==> config.mk <==
export PLATFORM = sky130hd
export DESIGN_NAME = bsce_core
export DESIGN_NICKNAME = d
export VERILOG_FILES = /design/src/hdl/bsce_pkg.sv /design/src/hdl/bsce_core.sv /design/src/hdl/bsce_bit_sel.sv
export SDC_FILE = /design/constraint.sdc
export NUM_CORES = 1
export LEC_CHECK = 0
export ABC_AREA = 1
export ABC_CLOCK_PERIOD_IN_PS = 1300
export BUFFER_PORTS_ARGS = -buffer_cell sky130_fd_sc_hd__buf_2
export CAP_MARGIN = 0
export CORE_MARGIN = 10
export CORE_UTILIZATION = 35
export DETAILED_ROUTE_END_ITERATION = 10
export PLACE_DENSITY = 0.67
export SYNTH_ARGS = -nofsm -noshare
export SYNTH_HDL_FRONTEND = slang
export SYNTH_SLANG_ARGS = --single-unit
==> constraint.sdc <==
create_clock -name I_CLK_SYS -period 1.3 [get_ports I_CLK_SYS]
set_input_delay 0.195 -clock I_CLK_SYS [delete_from_list [all_inputs] [get_ports I_CLK_SYS]]
set_output_delay 0.195 -clock I_CLK_SYS [all_outputs]
set_load 0.1 [all_outputs]
==> src/hdl/bsce_pkg.sv <==
// Shared constants and carrier types for the bit-skip and call execute block
package bsce_pkg;

  // Widths of the datapath
  localparam int unsigned INSTR_W     = 12;           // Instruction word width
  localparam int unsigned PC_W        = 11;           // Program counter width
  localparam int unsigned DATA_W      = 8;            // File register width

  // Opcode field position and values
  localparam int unsigned OPC_MSB     = 11;           // Top bit of major opcode
  localparam int unsigned OPC_LSB     = 8;            // Bottom bit of major opcode
  localparam logic [3:0]  OPC_BTSKIP  = 4'h7;         // Bit test, skip if set
  localparam logic [3:0]  OPC_CALL    = 4'h9;         // Subroutine call

  // Field positions of the bit test form
  localparam int unsigned BIT_MSB     = 7;            // Bit index field top
  localparam int unsigned BIT_LSB     = 5;            // Bit index field bottom
  localparam int unsigned FADR_MSB    = 4;            // File address field top
  localparam int unsigned FADR_LSB    = 0;            // File address field bottom

  // Field positions of the call form and page source
  localparam int unsigned IMM_MSB     = 7;            // Immediate top bit
  localparam int unsigned IMM_LSB     = 0;            // Immediate bottom bit
  localparam int unsigned STAT_PG_HI  = 6;            // Status page bit to pc bit 10
  localparam int unsigned STAT_PG_LO  = 5;            // Status page bit to pc bit 9
  localparam logic        PC_B8_CALL  = 1'b0;         // Pc bit 8 forced on call

  // Cycle counts of the two instructions
  localparam int unsigned CYC_SKIP    = 2;            // Bit test with skip taken
  localparam int unsigned CYC_NOSKIP  = 1;            // Bit test, no skip
  localparam int unsigned CYC_CALL    = 2;            // Call, always

  // Reset values
  localparam logic [PC_W-1:0] PC_RST  = 11'h000;      // Address outputs at reset

  // Execute sequencer states
  typedef enum logic [1:0] {
    ST_EXEC    = 2'b00,                               // Normal one-cycle execute
    ST_SKIP    = 2'b01,                               // No-op slot after taken skip
    ST_CALL2   = 2'b10                                // Second cycle of a call
  } bsce_state_t;

  // Call result travelling to stack and fetch path
  typedef struct packed {
    logic [PC_W-1:0] ret_addr;                        // Pushed return address
    logic [PC_W-1:0] target;                          // New program counter
  } bsce_call_t;

  // Decoded bit test operands
  typedef struct packed {
    logic [3:0] opc;                                  // Major opcode
    logic [2:0] bit_idx;                              // Selected bit
    logic [4:0] faddr;                                // File register address
  } bsce_btf_t;

endpackage

==> src/hdl/bsce_core.sv <==
// Execute logic for the bit test skip-if-set and subroutine call instructions
`timescale 1ns/10ps

module bsce_core (
  input  wire logic        I_CLK_SYS,                 // Instruction clock
  input  wire logic        I_SYS_RST,                 // Sync reset, active high
  input  wire logic        I_INSTR_VALID,             // Word in I_INSTR executes now unless this is a discard slot
  input  wire logic [11:0] I_INSTR,                   // Instruction word
  input  wire logic [10:0] I_PC,                      // Address of that instruction
  input  wire logic [7:0]  I_FILE_DATA,               // Value of addressed file register
  input  wire logic [7:0]  I_STATUS,                  // Status register
  output logic             O_SECOND_CYCLE,            // Discard slot, no-op runs
  output logic             O_SKIP_TAKEN,              // Taken skip marker
  output logic             O_PUSH_VALID,              // Push return address
  output logic [10:0]      O_PUSH_ADDR,               // Return address to stack top
  output logic             O_PC_LOAD,                 // Load new program counter
  output logic [10:0]      O_PC_NEW,                  // New program counter value
  output logic             O_STATUS_WE                // Status write, held low
);

  // Sequencer and output flops
  bsce_pkg::bsce_state_t state_r;                     // Current execute state
  bsce_pkg::bsce_state_t state_nxt;                   // Next execute state
  logic                  second_r;                    // Second cycle flag
  logic                  second_nxt;                  // Next second cycle flag
  logic                  skip_r;                      // Skip marker
  logic                  skip_nxt;                    // Next skip marker
  logic                  push_r;                      // Push strobe
  logic                  push_nxt;                    // Next push strobe
  logic                  load_r;                      // Pc load strobe
  logic                  load_nxt;                    // Next pc load strobe
  logic                  stwe_r;                      // Status write flop
  bsce_pkg::bsce_call_t  call_r;                      // Call addresses
  bsce_pkg::bsce_call_t  call_nxt;                    // Next call addresses

  // Decode
  bsce_pkg::bsce_btf_t   btf;                         // Bit test view of the word
  logic                  is_btskip;                   // Word is bit test skip-if-set
  logic                  is_call;                     // Word is subroutine call
  logic                  bit_val;                     // Tested file bit
  logic                  accept;                      // A word executes this cycle

  assign btf       = bsce_pkg::bsce_btf_t'(I_INSTR);
  // Only the top nibble separates the two forms from each other
  assign is_btskip = (btf.opc == bsce_pkg::OPC_BTSKIP);
  assign is_call   = (I_INSTR[bsce_pkg::OPC_MSB:bsce_pkg::OPC_LSB]
                      == bsce_pkg::OPC_CALL);
  // Words in the discard slot never reach decode
  assign accept    = I_INSTR_VALID && (state_r == bsce_pkg::ST_EXEC);

  // Bit of the addressed register; register file answers combinationally
  bsce_bit_sel u_bit_sel (
    .i_data (I_FILE_DATA),
    .i_idx  (btf.bit_idx),
    .o_bit  (bit_val)
  );

  // Next state and output values
  always_comb begin
    state_nxt  = bsce_pkg::ST_EXEC;
    second_nxt = 1'b0;
    skip_nxt   = 1'b0;
    push_nxt   = 1'b0;
    load_nxt   = 1'b0;
    call_nxt   = call_r;
    unique case (state_r)
      bsce_pkg::ST_EXEC: begin
        if (accept && is_btskip && bit_val) begin
          // Bit set: next slot becomes a no-op
          state_nxt  = bsce_pkg::ST_SKIP;
          second_nxt = 1'b1;
          skip_nxt   = 1'b1;
        end else if (accept && is_call) begin
          // Push and jump both issued at the end of cycle one
          state_nxt  = bsce_pkg::ST_CALL2;
          second_nxt = 1'b1;
          push_nxt   = 1'b1;
          load_nxt   = 1'b1;
          call_nxt.ret_addr = I_PC + 11'h001;
          call_nxt.target   = {I_STATUS[bsce_pkg::STAT_PG_HI],
                               I_STATUS[bsce_pkg::STAT_PG_LO],
                               bsce_pkg::PC_B8_CALL,
                               I_INSTR[bsce_pkg::IMM_MSB:bsce_pkg::IMM_LSB]};
        end
      end
      bsce_pkg::ST_SKIP: begin
        // Prefetched word is thrown away here, whatever it decodes to
        state_nxt = bsce_pkg::ST_EXEC;
      end
      bsce_pkg::ST_CALL2: begin
        // Word fetched from the old address is stale; drop it
        state_nxt = bsce_pkg::ST_EXEC;
      end
      default: begin
        // Illegal code recovers to normal execution
        state_nxt = bsce_pkg::ST_EXEC;
      end
    endcase
  end

  // Registers only; everything computed above
  always_ff @(posedge I_CLK_SYS) begin
    if (I_SYS_RST) begin
      state_r         <= bsce_pkg::ST_EXEC;
      second_r        <= 1'b0;
      skip_r          <= 1'b0;
      push_r          <= 1'b0;
      load_r          <= 1'b0;
      stwe_r          <= 1'b0;
      call_r.ret_addr <= bsce_pkg::PC_RST;
      call_r.target   <= bsce_pkg::PC_RST;
    end else begin
      state_r  <= state_nxt;
      second_r <= second_nxt;
      skip_r   <= skip_nxt;
      push_r   <= push_nxt;
      load_r   <= load_nxt;
      // Neither instruction touches any flag
      stwe_r   <= 1'b0;
      call_r   <= call_nxt;
    end
  end

  // Outputs straight from flops
  assign O_SECOND_CYCLE = second_r;
  assign O_SKIP_TAKEN   = skip_r;
  assign O_PUSH_VALID   = push_r;
  assign O_PUSH_ADDR    = call_r.ret_addr;
  assign O_PC_LOAD      = load_r;
  assign O_PC_NEW       = call_r.target;
  assign O_STATUS_WE    = stwe_r;

  // Helper: previous state, used by checks only
  logic exec_q;                                       // Last cycle was an execute slot
  always_ff @(posedge I_CLK_SYS) begin
    if (I_SYS_RST) begin
      exec_q <= 1'b0;
    end else begin
      exec_q <= (state_r == bsce_pkg::ST_EXEC);
    end
  end

  // Skip is taken when the bit is one
  a_skip_when_set: assert property (
    @(posedge I_CLK_SYS) disable iff (I_SYS_RST)
    (state_r == bsce_pkg::ST_EXEC) && I_INSTR_VALID && (I_INSTR[11:8] == 4'h7)
      && I_FILE_DATA[I_INSTR[7:5]]
    |=> O_SKIP_TAKEN && O_SECOND_CYCLE)
    else $error("Bit set but skip not taken");

  // No skip when the bit is zero
  a_noskip_clear: assert property (
    @(posedge I_CLK_SYS) disable iff (I_SYS_RST)
    (state_r == bsce_pkg::ST_EXEC) && I_INSTR_VALID && (I_INSTR[11:8] == 4'h7)
      && !I_FILE_DATA[I_INSTR[7:5]]
    |=> !O_SECOND_CYCLE && !O_SKIP_TAKEN && !O_PC_LOAD)
    else $error("Bit clear but skip taken");

  // Discarded word causes no action
  a_discard_word: assert property (
    @(posedge I_CLK_SYS) disable iff (I_SYS_RST)
    O_SKIP_TAKEN |=> !O_SECOND_CYCLE && !O_PUSH_VALID && !O_PC_LOAD)
    else $error("Prefetched word was executed after skip");

  // Taken skip lasts exactly two cycles
  a_skip_length: assert property (
    @(posedge I_CLK_SYS) disable iff (I_SYS_RST)
    $rose(O_SKIP_TAKEN) |-> exec_q ##1 !O_SKIP_TAKEN && (state_r == bsce_pkg::ST_EXEC))
    else $error("Skip did not occupy exactly two cycles");

  // Status never written
  a_status_kept: assert property (
    @(posedge I_CLK_SYS) disable iff (I_SYS_RST)
    !O_STATUS_WE)
    else $error("Status flags written");

  // Return address is instruction address plus one
  a_push_addr: assert property (
    @(posedge I_CLK_SYS) disable iff (I_SYS_RST)
    (state_r == bsce_pkg::ST_EXEC) && I_INSTR_VALID && (I_INSTR[11:8] == 4'h9)
    |=> O_PUSH_VALID && (O_PUSH_ADDR == 11'($past(I_PC) + 11'h001)))
    else $error("Wrong return address pushed");

  // Low pc bits come from the immediate
  a_pc_low: assert property (
    @(posedge I_CLK_SYS) disable iff (I_SYS_RST)
    (state_r == bsce_pkg::ST_EXEC) && I_INSTR_VALID && (I_INSTR[11:8] == 4'h9)
    |=> O_PC_LOAD && (O_PC_NEW[7:0] == $past(I_INSTR[7:0])))
    else $error("Immediate not loaded into low pc bits");

  // Page bits come from status 6:5
  a_pc_page: assert property (
    @(posedge I_CLK_SYS) disable iff (I_SYS_RST)
    (state_r == bsce_pkg::ST_EXEC) && I_INSTR_VALID && (I_INSTR[11:8] == 4'h9)
    |=> (O_PC_NEW[10] == $past(I_STATUS[6])) && (O_PC_NEW[9] == $past(I_STATUS[5])))
    else $error("Page bits not copied from status");

  // Bit 8 cleared and call spans two cycles
  a_call_shape: assert property (
    @(posedge I_CLK_SYS) disable iff (I_SYS_RST)
    O_PC_LOAD |-> !O_PC_NEW[8] && O_SECOND_CYCLE && O_PUSH_VALID
      ##1 !O_PC_LOAD && !O_SECOND_CYCLE)
    else $error("Call shape wrong");

  // Second cycle only follows a bit test or call opcode
  a_decode_only: assert property (
    @(posedge I_CLK_SYS) disable iff (I_SYS_RST)
    O_SECOND_CYCLE |-> $past(I_INSTR_VALID) && exec_q
      && (($past(I_INSTR[11:8]) == 4'h9) || ($past(I_INSTR[11:8]) == 4'h7)))
    else $error("Second cycle without a decoded instruction");

endmodule

==> src/hdl/bsce_bit_sel.sv <==
// Bit selector picking one bit of a file register byte
`timescale 1ns/10ps

module bsce_bit_sel (
  input  wire logic [7:0] i_data,                     // File register value
  input  wire logic [2:0] i_idx,                      // Bit index 0..7
  output logic            o_bit                       // Selected bit
);

  // Indexed select keeps a single mux, no decode tree
  always_comb begin
    o_bit = i_data[i_idx];
  end

endmodule

Yosys cells after proc, flatten, opt, wreduce, memory -nomap -nowiden
Index checks and enable logic that the tools add are counted.

operators by class
  add/subtract/negate cells = 1
  $lt $le $gt $ge = 1
  equal/unequal tests = 2
  mux-type cells = 7
  bitwise operators = 2
  reduce and logical (&&, ||, !) cells = 8

operators by type and width
  kind                     number
  $add A11 B1 Y11 const B  1
  $mux W1                  5
  $eq A4 B3 Y1 const B     1
  $eq A4 B4 Y1 const B     1
  $logic_and A1 B1 Y1      4
  $lt A3 B4 Y1 const B     1
  $bmux W1 S3              1
  $reduce_and A3 Y1        1
  $reduce_or A3 Y1         1
  $logic_not A2 Y1         1
  $mux W2                  1
  $not A1 Y1               2
  $reduce_or A2 Y1         1

storage, ports and cells
  bits in registers = 26
  input bits = 42
  output and inout bits = 27
  logic and storage cells = 28

Logic depth before layout (Yosys ltp)
Gate-level depths: netlist (run 1).

  depth after elaboration = 6
  mapped depth = 8
  mapped depth without buffers = 8

Hierarchy
A second synthesis (run 1) with hierarchy kept.

second synthesis, totals
  cells, all modules = 197
  area, all modules = 1243.7 µm²

by module, submodules not included
  module        times used  cells an instance  area each (µm²)  sequential area each (µm²)
  bsce_core     1           169                1133.6           480.5
  bsce_bit_sel  1           28                 110.1            0.0

Least setup slack after synthesis (run 1)
Ideal clock, no wire load.

  kind = reg-to-reg
  from = register state_r[1]
  to = register call_r (netlist bit O_PUSH_ADDR[9])
  setup time = 0.109 ns
  arrival = 1.662 ns
  required time = 1.191 ns
  path slack = -0.471 ns
  cell stages (with the launch flop) = 8
  buffers on the path = 1
  path through = dfxtp_1 nor2_1 nand2_1 nor3_2 buf_4 o21a_1 nand2_1 inv_1

on the way
  cells in the longest elaborated chain, start to end = 6
  elaborated cells on any way between the ends = 7

RTL lines
  element                                 line                              RTL
  from (decl)                             bsce_core.sv:22                   bsce_pkg::bsce_state_t state_r;
  from (signal assigned)                  bsce_core.sv:104                  state_r <= bsce_pkg::ST_EXEC;
  from (signal assigned)                  bsce_core.sv:113                  state_r <= state_nxt;
  $logic_not A2 Y1 (*)                    bsce_core.sv:49, bsce_core.sv:66
  $logic_and A1 B1 Y1                     bsce_core.sv:49                   assign accept = I_INSTR_VALID && (state_r == bsce_pkg::ST_EXEC);
  $logic_and A1 B1 Y1 (2 in a row)        bsce_core.sv:68                   if (accept && is_btskip && bit_val) begin
  $not A1 Y1 (no source line)             n/a
  $reduce_and A3 Y1 (no source line) (*)  n/a
  to (signal assigned)                    bsce_core.sv:120                  call_r <= call_nxt;
  to (decl)                               bsce_core.sv:33                   bsce_pkg::bsce_call_t call_r;

Every way passes the cells marked *; elsewhere a longest branch is shown, timed or not.
A chain may end at the register's enable or synchronous reset.

Worst setup path after layout (run 1)
  from = register state_r[1]
  to = register call_r (netlist bit O_PUSH_ADDR[2])

Same word-level chain as after synthesis.

==> results of run 1 <==
[cell usage after synthesis]
cell type   n  area (um^2)
o21a_1      1         7.51
nor3_2      2         20.0
conb_1      1         3.75
a21oi_1    10         50.1
o21ai_1     1         5.00
o21ai_0    19         95.1
dfxtp_1    24          480
nor3_1      1         5.00
inv_2       1         3.75
buf_2       1         5.00
nand4_1     2         12.5
ha_1        1         12.5
inv_1      15         56.3
xor2_1      3         26.3
nand2_1    29          109
xnor2_1     3         26.3
buf_4       5         37.5
nand3_1    14         70.1
nor2_1     30          113
clkbuf_1    2         7.51
[critical path, delay by kind of cell, from the launching register on]
family | cells | cell delay, ns
AO/OA/AOI/OAI | 2 | 0.20
buffers and inverters | 1 | 0.26
flip-flops | 1 | 0.37
AND/OR/NAND/NOR | 3 | 0.39
[per-stage QoR]
| step | worst slack [ns] | cells | TNS, ns |
|---|---|---|---|
| 4_1_cts | 0.00127 | 273 | 0 |
| 3_5_place_dp | 0.0655 | 269 | 0 |
| 3_3_place_gp | 0.0739 | 269 | 0 |
| 2_1_floorplan | 0.00924 | 166 | 0 |
| 5_1_grt | -0.0806 | 277 | -0.712 |
| 6_report | 0.0193 | 277 | 0 |
[routing by layer]
metal  wire length, um  vias up  track usage (%)
met2              1490       40             16.7
met5                 0        -                0
met4                20        0             2.74
met3               361        2             6.64
li1                  -      662                -
met1              1420      529             10.6
[cell type report]
type / count / area [um^2]
inverters: 16 / 60.1
multi-input cells: 118 / 573
well taps: 44 / 55.1
repair buffers: 71 / 484
clock buffers: 3 / 22.5
flip-flops and latches: 24 / 500
fillers: 331 / 1380
clock inverters: 1 / 30.0
[state kept, by name, indices dropped and copies added, names as in the netlist]
| signal | flops |
|---|---|
| O_PUSH_ADDR | 11 |
| O_PC_NEW | 10 |
| state_r | 2 |
| O_SECOND_CYCLE | 1 |
[repair_timing]
action                     4_1_cts  5_1_grt
buffers inserted                 0        2
setup endpoints to repair       12       22
resized for setup               12       16
hold buffers                     0        0
gates cloned                     0        2
[cell families (layout without fill, tap and decap cells)]
group | Yosys count | count (layout) | share of synthesized area, %
AND/OR/NAND/NOR | 78 | 78 | 28.7
other | 1 | 2 | 0.327
XOR/XNOR | 6 | 6 | 4.59
flip-flops | 24 | 24 | 41.9
buffers and inverters | 24 | 91 | 9.61
adder cells (fa/ha/maj) | 1 | 1 | 1.09
AO/OA/AOI/OAI | 31 | 31 | 13.8
[path summary, 6_finish.rpt]
kind / start / end / slack (ns) / cells after the start
worst max-delay path: state_r[1] / O_PUSH_ADDR[2] / 0.02 / 6
worst max register to register: state_r[1] / O_PUSH_ADDR[2] / 0.02 / 6
worst min-delay path: I_SYS_RST / state_r[1] / 0.06 / 2
worst min register to register: O_PUSH_ADDR[8] / O_PUSH_ADDR[8] / 0.49 / 2
[power groups by stage]
stage / clock (uW) / combinational [uW] / sequential, uW
after floorplan: 0 / 120 / 880
after global placement: 0 / 330 / 770
after detailed placement: 0 / 330 / 770
after CTS: 556 / 336 / 755
after global routing: 588 / 374 / 757
final: 540 / 344 / 755
==> results.sh, run 1 <==
export IMPL_setup_viol=0
export IMPL_h_tree_depth=1
export IMPL_io_buffers=60
export IMPL_vias_per_cell=4.45
export IMPL_finalCritPeriodShare_pct=98.5
export IMPL_seqPwrFrac_pct=46.1
export IMPL_syn_inst=165
export IMPL_cts_max_path_buffers=2
export IMPL_end_kind="register"
export IMPL_ios=69
export IMPL_nets=277
export IMPL_cp_slowest_cell="dfxtp_4"
export IMPL_die_area_um2=5960
export IMPL_clock_skew_ns=0.00660
export IMPL_cts_made_buffers=3
export IMPL_clock_root_buffer="clkbuf_4"
export IMPL_drc=0
export IMPL_cellPowerDensity_nw_per_um2=950
export IMPL_combPwrFrac_pct=21.0
export IMPL_p_sw_uw=474
export IMPL_dr_pass1_iters=4
export IMPL_syn_avg_cell_area_um2=6.95
export IMPL_wirelength_um=3290
export IMPL_first_global_vias=1143
export IMPL_seq_area_frac_synth_pct=41.9
export IMPL_fp_dieW_um=77.2
export IMPL_routedWlPerCell_um=11.9
export IMPL_synth_seq_cells=24
export IMPL_dpl_instance_area_um2=1570
export IMPL_slew_violations=0
export IMPL_globalRouteTotalUtil_pct=10.2
export IMPL_final_layout_size_suffix_gt1_share_pct=39.9
export IMPL_antenna_cells=0
export IMPL_clk_latency_ns=0.32
export IMPL_cp_required_ns=1.55
export IMPL_drv_cap=0
export IMPL_die_h_um=77.2
export IMPL_cts_sinks=24
export IMPL_p_leak_uw=0.000891
export IMPL_period_needed_ns=1.28
export IMPL_final_cell_mix="36 x buf_2, 28 x nand2_1, 28 x nor2_1"
export IMPL_cp_start_kind="register"
export IMPL_hp_class="in2reg"
export IMPL_grt_overflow=0
export IMPL_ant_nets=0
export IMPL_final_common_cell="buf_2"
export IMPL_place_hpwl_um=2540
export IMPL_sw_frac_of_total_pct=28.9
export IMPL_syn_area_um2=1150
export IMPL_holdWs_ns=0.0591
export IMPL_start_util_pct=36.9
export IMPL_max_stage_delay_ns=0.37
export IMPL_core_um2=3100
export IMPL_drt_iter0_markers=59
export IMPL_ys_warn_count=0
export IMPL_power_uw=1640
export IMPL_fin_util_pct=55.6
export IMPL_crit_fanout=10
export IMPL_rows=20
export IMPL_p_int_uw=1160
export IMPL_place_congestion=0.768
export IMPL_routed_via_count=1233
export IMPL_rsz0062_at_grt="yes"
export IMPL_syn_to_final_growth_pct=50.5
export IMPL_tritoncts="yes"
export IMPL_crit_type="reg2reg"
export IMPL_run_status="completed"
export IMPL_grt_pass1_wl_um=5170
export IMPL_arrival_ns=1.53
export IMPL_power_frac_clock_pct=32.9
export IMPL_grt_max_degree=22
export IMPL_clk_pin_slew_worst_paths_ns=0.14
export IMPL_antenna_found_initial=0
export IMPL_irDropWorstVdd_v=0.000631
export IMPL_fin_area_um2=1730
export IMPL_ys_types=20
export IMPL_max_freq_mhz=781
export IMPL_final_hold_viol_count=0
export IMPL_path_cells="nor2_2 > nand2_2 > nor3_4 > clkbuf_4 > o21ai_0 > a21oi_1"
No activity file was read; power rests on OpenSTA's default activity.
==> run 2: changes to the inputs <==
- CORE_UTILIZATION: 35 -> 42
- PLACE_DENSITY: 0.67 -> 0.78
==> results.sh, run 2 (same netlist as run 1, synthesis figures left out) <==
export IMPL_run_status="finished, violations left"
export IMPL_violations="setup timing"
export IMPL_max_freq_mhz=762
export IMPL_crit_start="state_r[1]"
export IMPL_fin_ws_ns=-0.0129
export IMPL_vias_per_cell=4.80
export IMPL_period_needed_ns=1.31
export IMPL_syn_to_final_growth_pct=57.1
export IMPL_setup_viol=1
export IMPL_fin_tns_setup_ns=-0.0129
export IMPL_tritoncts="yes"
export IMPL_start_util_pct=45.0
export IMPL_cts_sinks=24
export IMPL_die_area_um2=5220
export IMPL_cts_max_path_buffers=2
export IMPL_end_kind="register"
export IMPL_final_layout_size_suffix_gt1_share_pct=43.4
export IMPL_reg2reg_slack_ns=-0.01
export IMPL_antenna_cells=0
export IMPL_dp_slack_ns=-0.00498
export IMPL_cp_start_kind="register"
export IMPL_first_global_vias=1235
export IMPL_power_uw=1650
export IMPL_drt_iter0_markers=73
export IMPL_crit_fanout=8
export IMPL_ant_nets=0
export IMPL_hp_start="I_SYS_RST"
export IMPL_routedWlPerCell_um=13.1
export IMPL_finalCritPeriodShare_pct=101
export IMPL_h_tree_depth=1
export IMPL_globalRouteTotalUtil_pct=12.7
export IMPL_routed_via_count=1271
export IMPL_p_leak_uw=0.000911
export IMPL_final_cell_mix="36 x buf_2, 28 x nand2_1, 21 x nor2_1"
export IMPL_drv_cap=0
export IMPL_fin_util_pct=70.7
export IMPL_cellPowerDensity_nw_per_um2=918
export IMPL_cp_required_ns=1.57
export IMPL_final_common_cell="buf_2"
export IMPL_largest_reg_flops=11
export IMPL_rows=18
export IMPL_cts_made_buffers=3
export IMPL_slew_violations=0
export IMPL_clock_root_buffer="clkbuf_4"
export IMPL_clock_skew_ns=0.0126
export IMPL_fp_dieW_um=72.2
export IMPL_nets=279
export IMPL_rr_startpoint="state_r[1]"
export IMPL_grt_overflow=0
export IMPL_die_h_um=72.2
export IMPL_io_buffers=60
export IMPL_crit_type="reg2reg"
export IMPL_ios=69
export IMPL_place_hpwl_um=2570
export IMPL_fillers=207
export IMPL_place_congestion=0.856
export IMPL_irDropWorstVdd_v=0.000893
export IMPL_core_um2=2540
export IMPL_arrival_ns=1.58
export IMPL_antenna_found_initial=0
export IMPL_rsz0062_at_grt="yes"
export IMPL_hp_class="in2reg"
export IMPL_dr_pass1_iters=4
export IMPL_clk_latency_ns=0.32
export IMPL_grt_pass1_wl_um=5520
export IMPL_grt_max_degree=16
export IMPL_hold_buffers=0
export IMPL_drc=0
export IMPL_clk_pin_slew_worst_paths_ns=0.14
export IMPL_wirelength_um=3460
export IMPL_final_hold_viol_count=0
run 2: layout make-up:
type | instances | area [um^2] | share of cell area, %
Clock buffer | 3 | 22.5 | 1.25
Clock inverter | 1 | 30.0 | 1.67
Inverter | 16 | 62.6 | 3.47
Multi-Input combinational cell | 118 | 606 | 33.6
Sequential cell | 24 | 500 | 27.8
Tap cell | 30 | 37.5 | 2.08
Timing Repair Buffer | 73 | 542 | 30.1
run 2: path summary, 6_finish.rpt:
path                                   endpoint  cells after the start
worst max-delay path             O_PUSH_ADDR[9]                      9
worst max register to register   O_PUSH_ADDR[9]                      9
worst min register to register  O_PUSH_ADDR[10]                      2
worst min-delay path                 state_r[1]                      2
run 2: layer usage:
metal | wire (um) | part of all wire [%] | GRT usage [%] | vias up
li1 | - | - | - | 669
met4 | 12 | 0.35 | 2.58 | 0
met1 | 1400 | 40 | 12.7 | 567
met2 | 1790 | 52 | 23.1 | 33
met5 | 0 | 0 | 0 | -
met3 | 264 | 7.6 | 6.12 | 2
run 2: timing repair:
action / 4_1_cts / 5_1_grt
buffers inserted: 1 / 4
pin swaps: 0 / 1
gates cloned: 1 / 1
setup endpoints to repair: 15 / 35
gates resized for setup: 9 / 33
run 2: critical path, cell delays in order, from the launching register on:
cell and delay (ns):
dfxtp_4 0.38, nor2_4 0.12, nand2_4 0.06, nor3_4 0.17, buf_6 0.13, buf_12 0.11, buf_4 0.10, o21a_1 0.09
nand2_1 0.05, inv_1 0.04
run 2: stage by stage:
step	cells	hold slack, ns	instance area [um^2]
5_1_grt	265	0.0355	1800
6_report	265	0.0514	1800
3_5_place_dp	255	0.399	1570
3_3_place_gp	255	0.397	1570
4_1_cts	261	0.0473	1680
2_1_floorplan	166	0.258	1170
run 2: power by group:
part	total (uW)	switching, uW	internal (uW)
sequential	755	7.33	748
combinational	362	248	114
clock	536	225	312
total	1650	480	1170
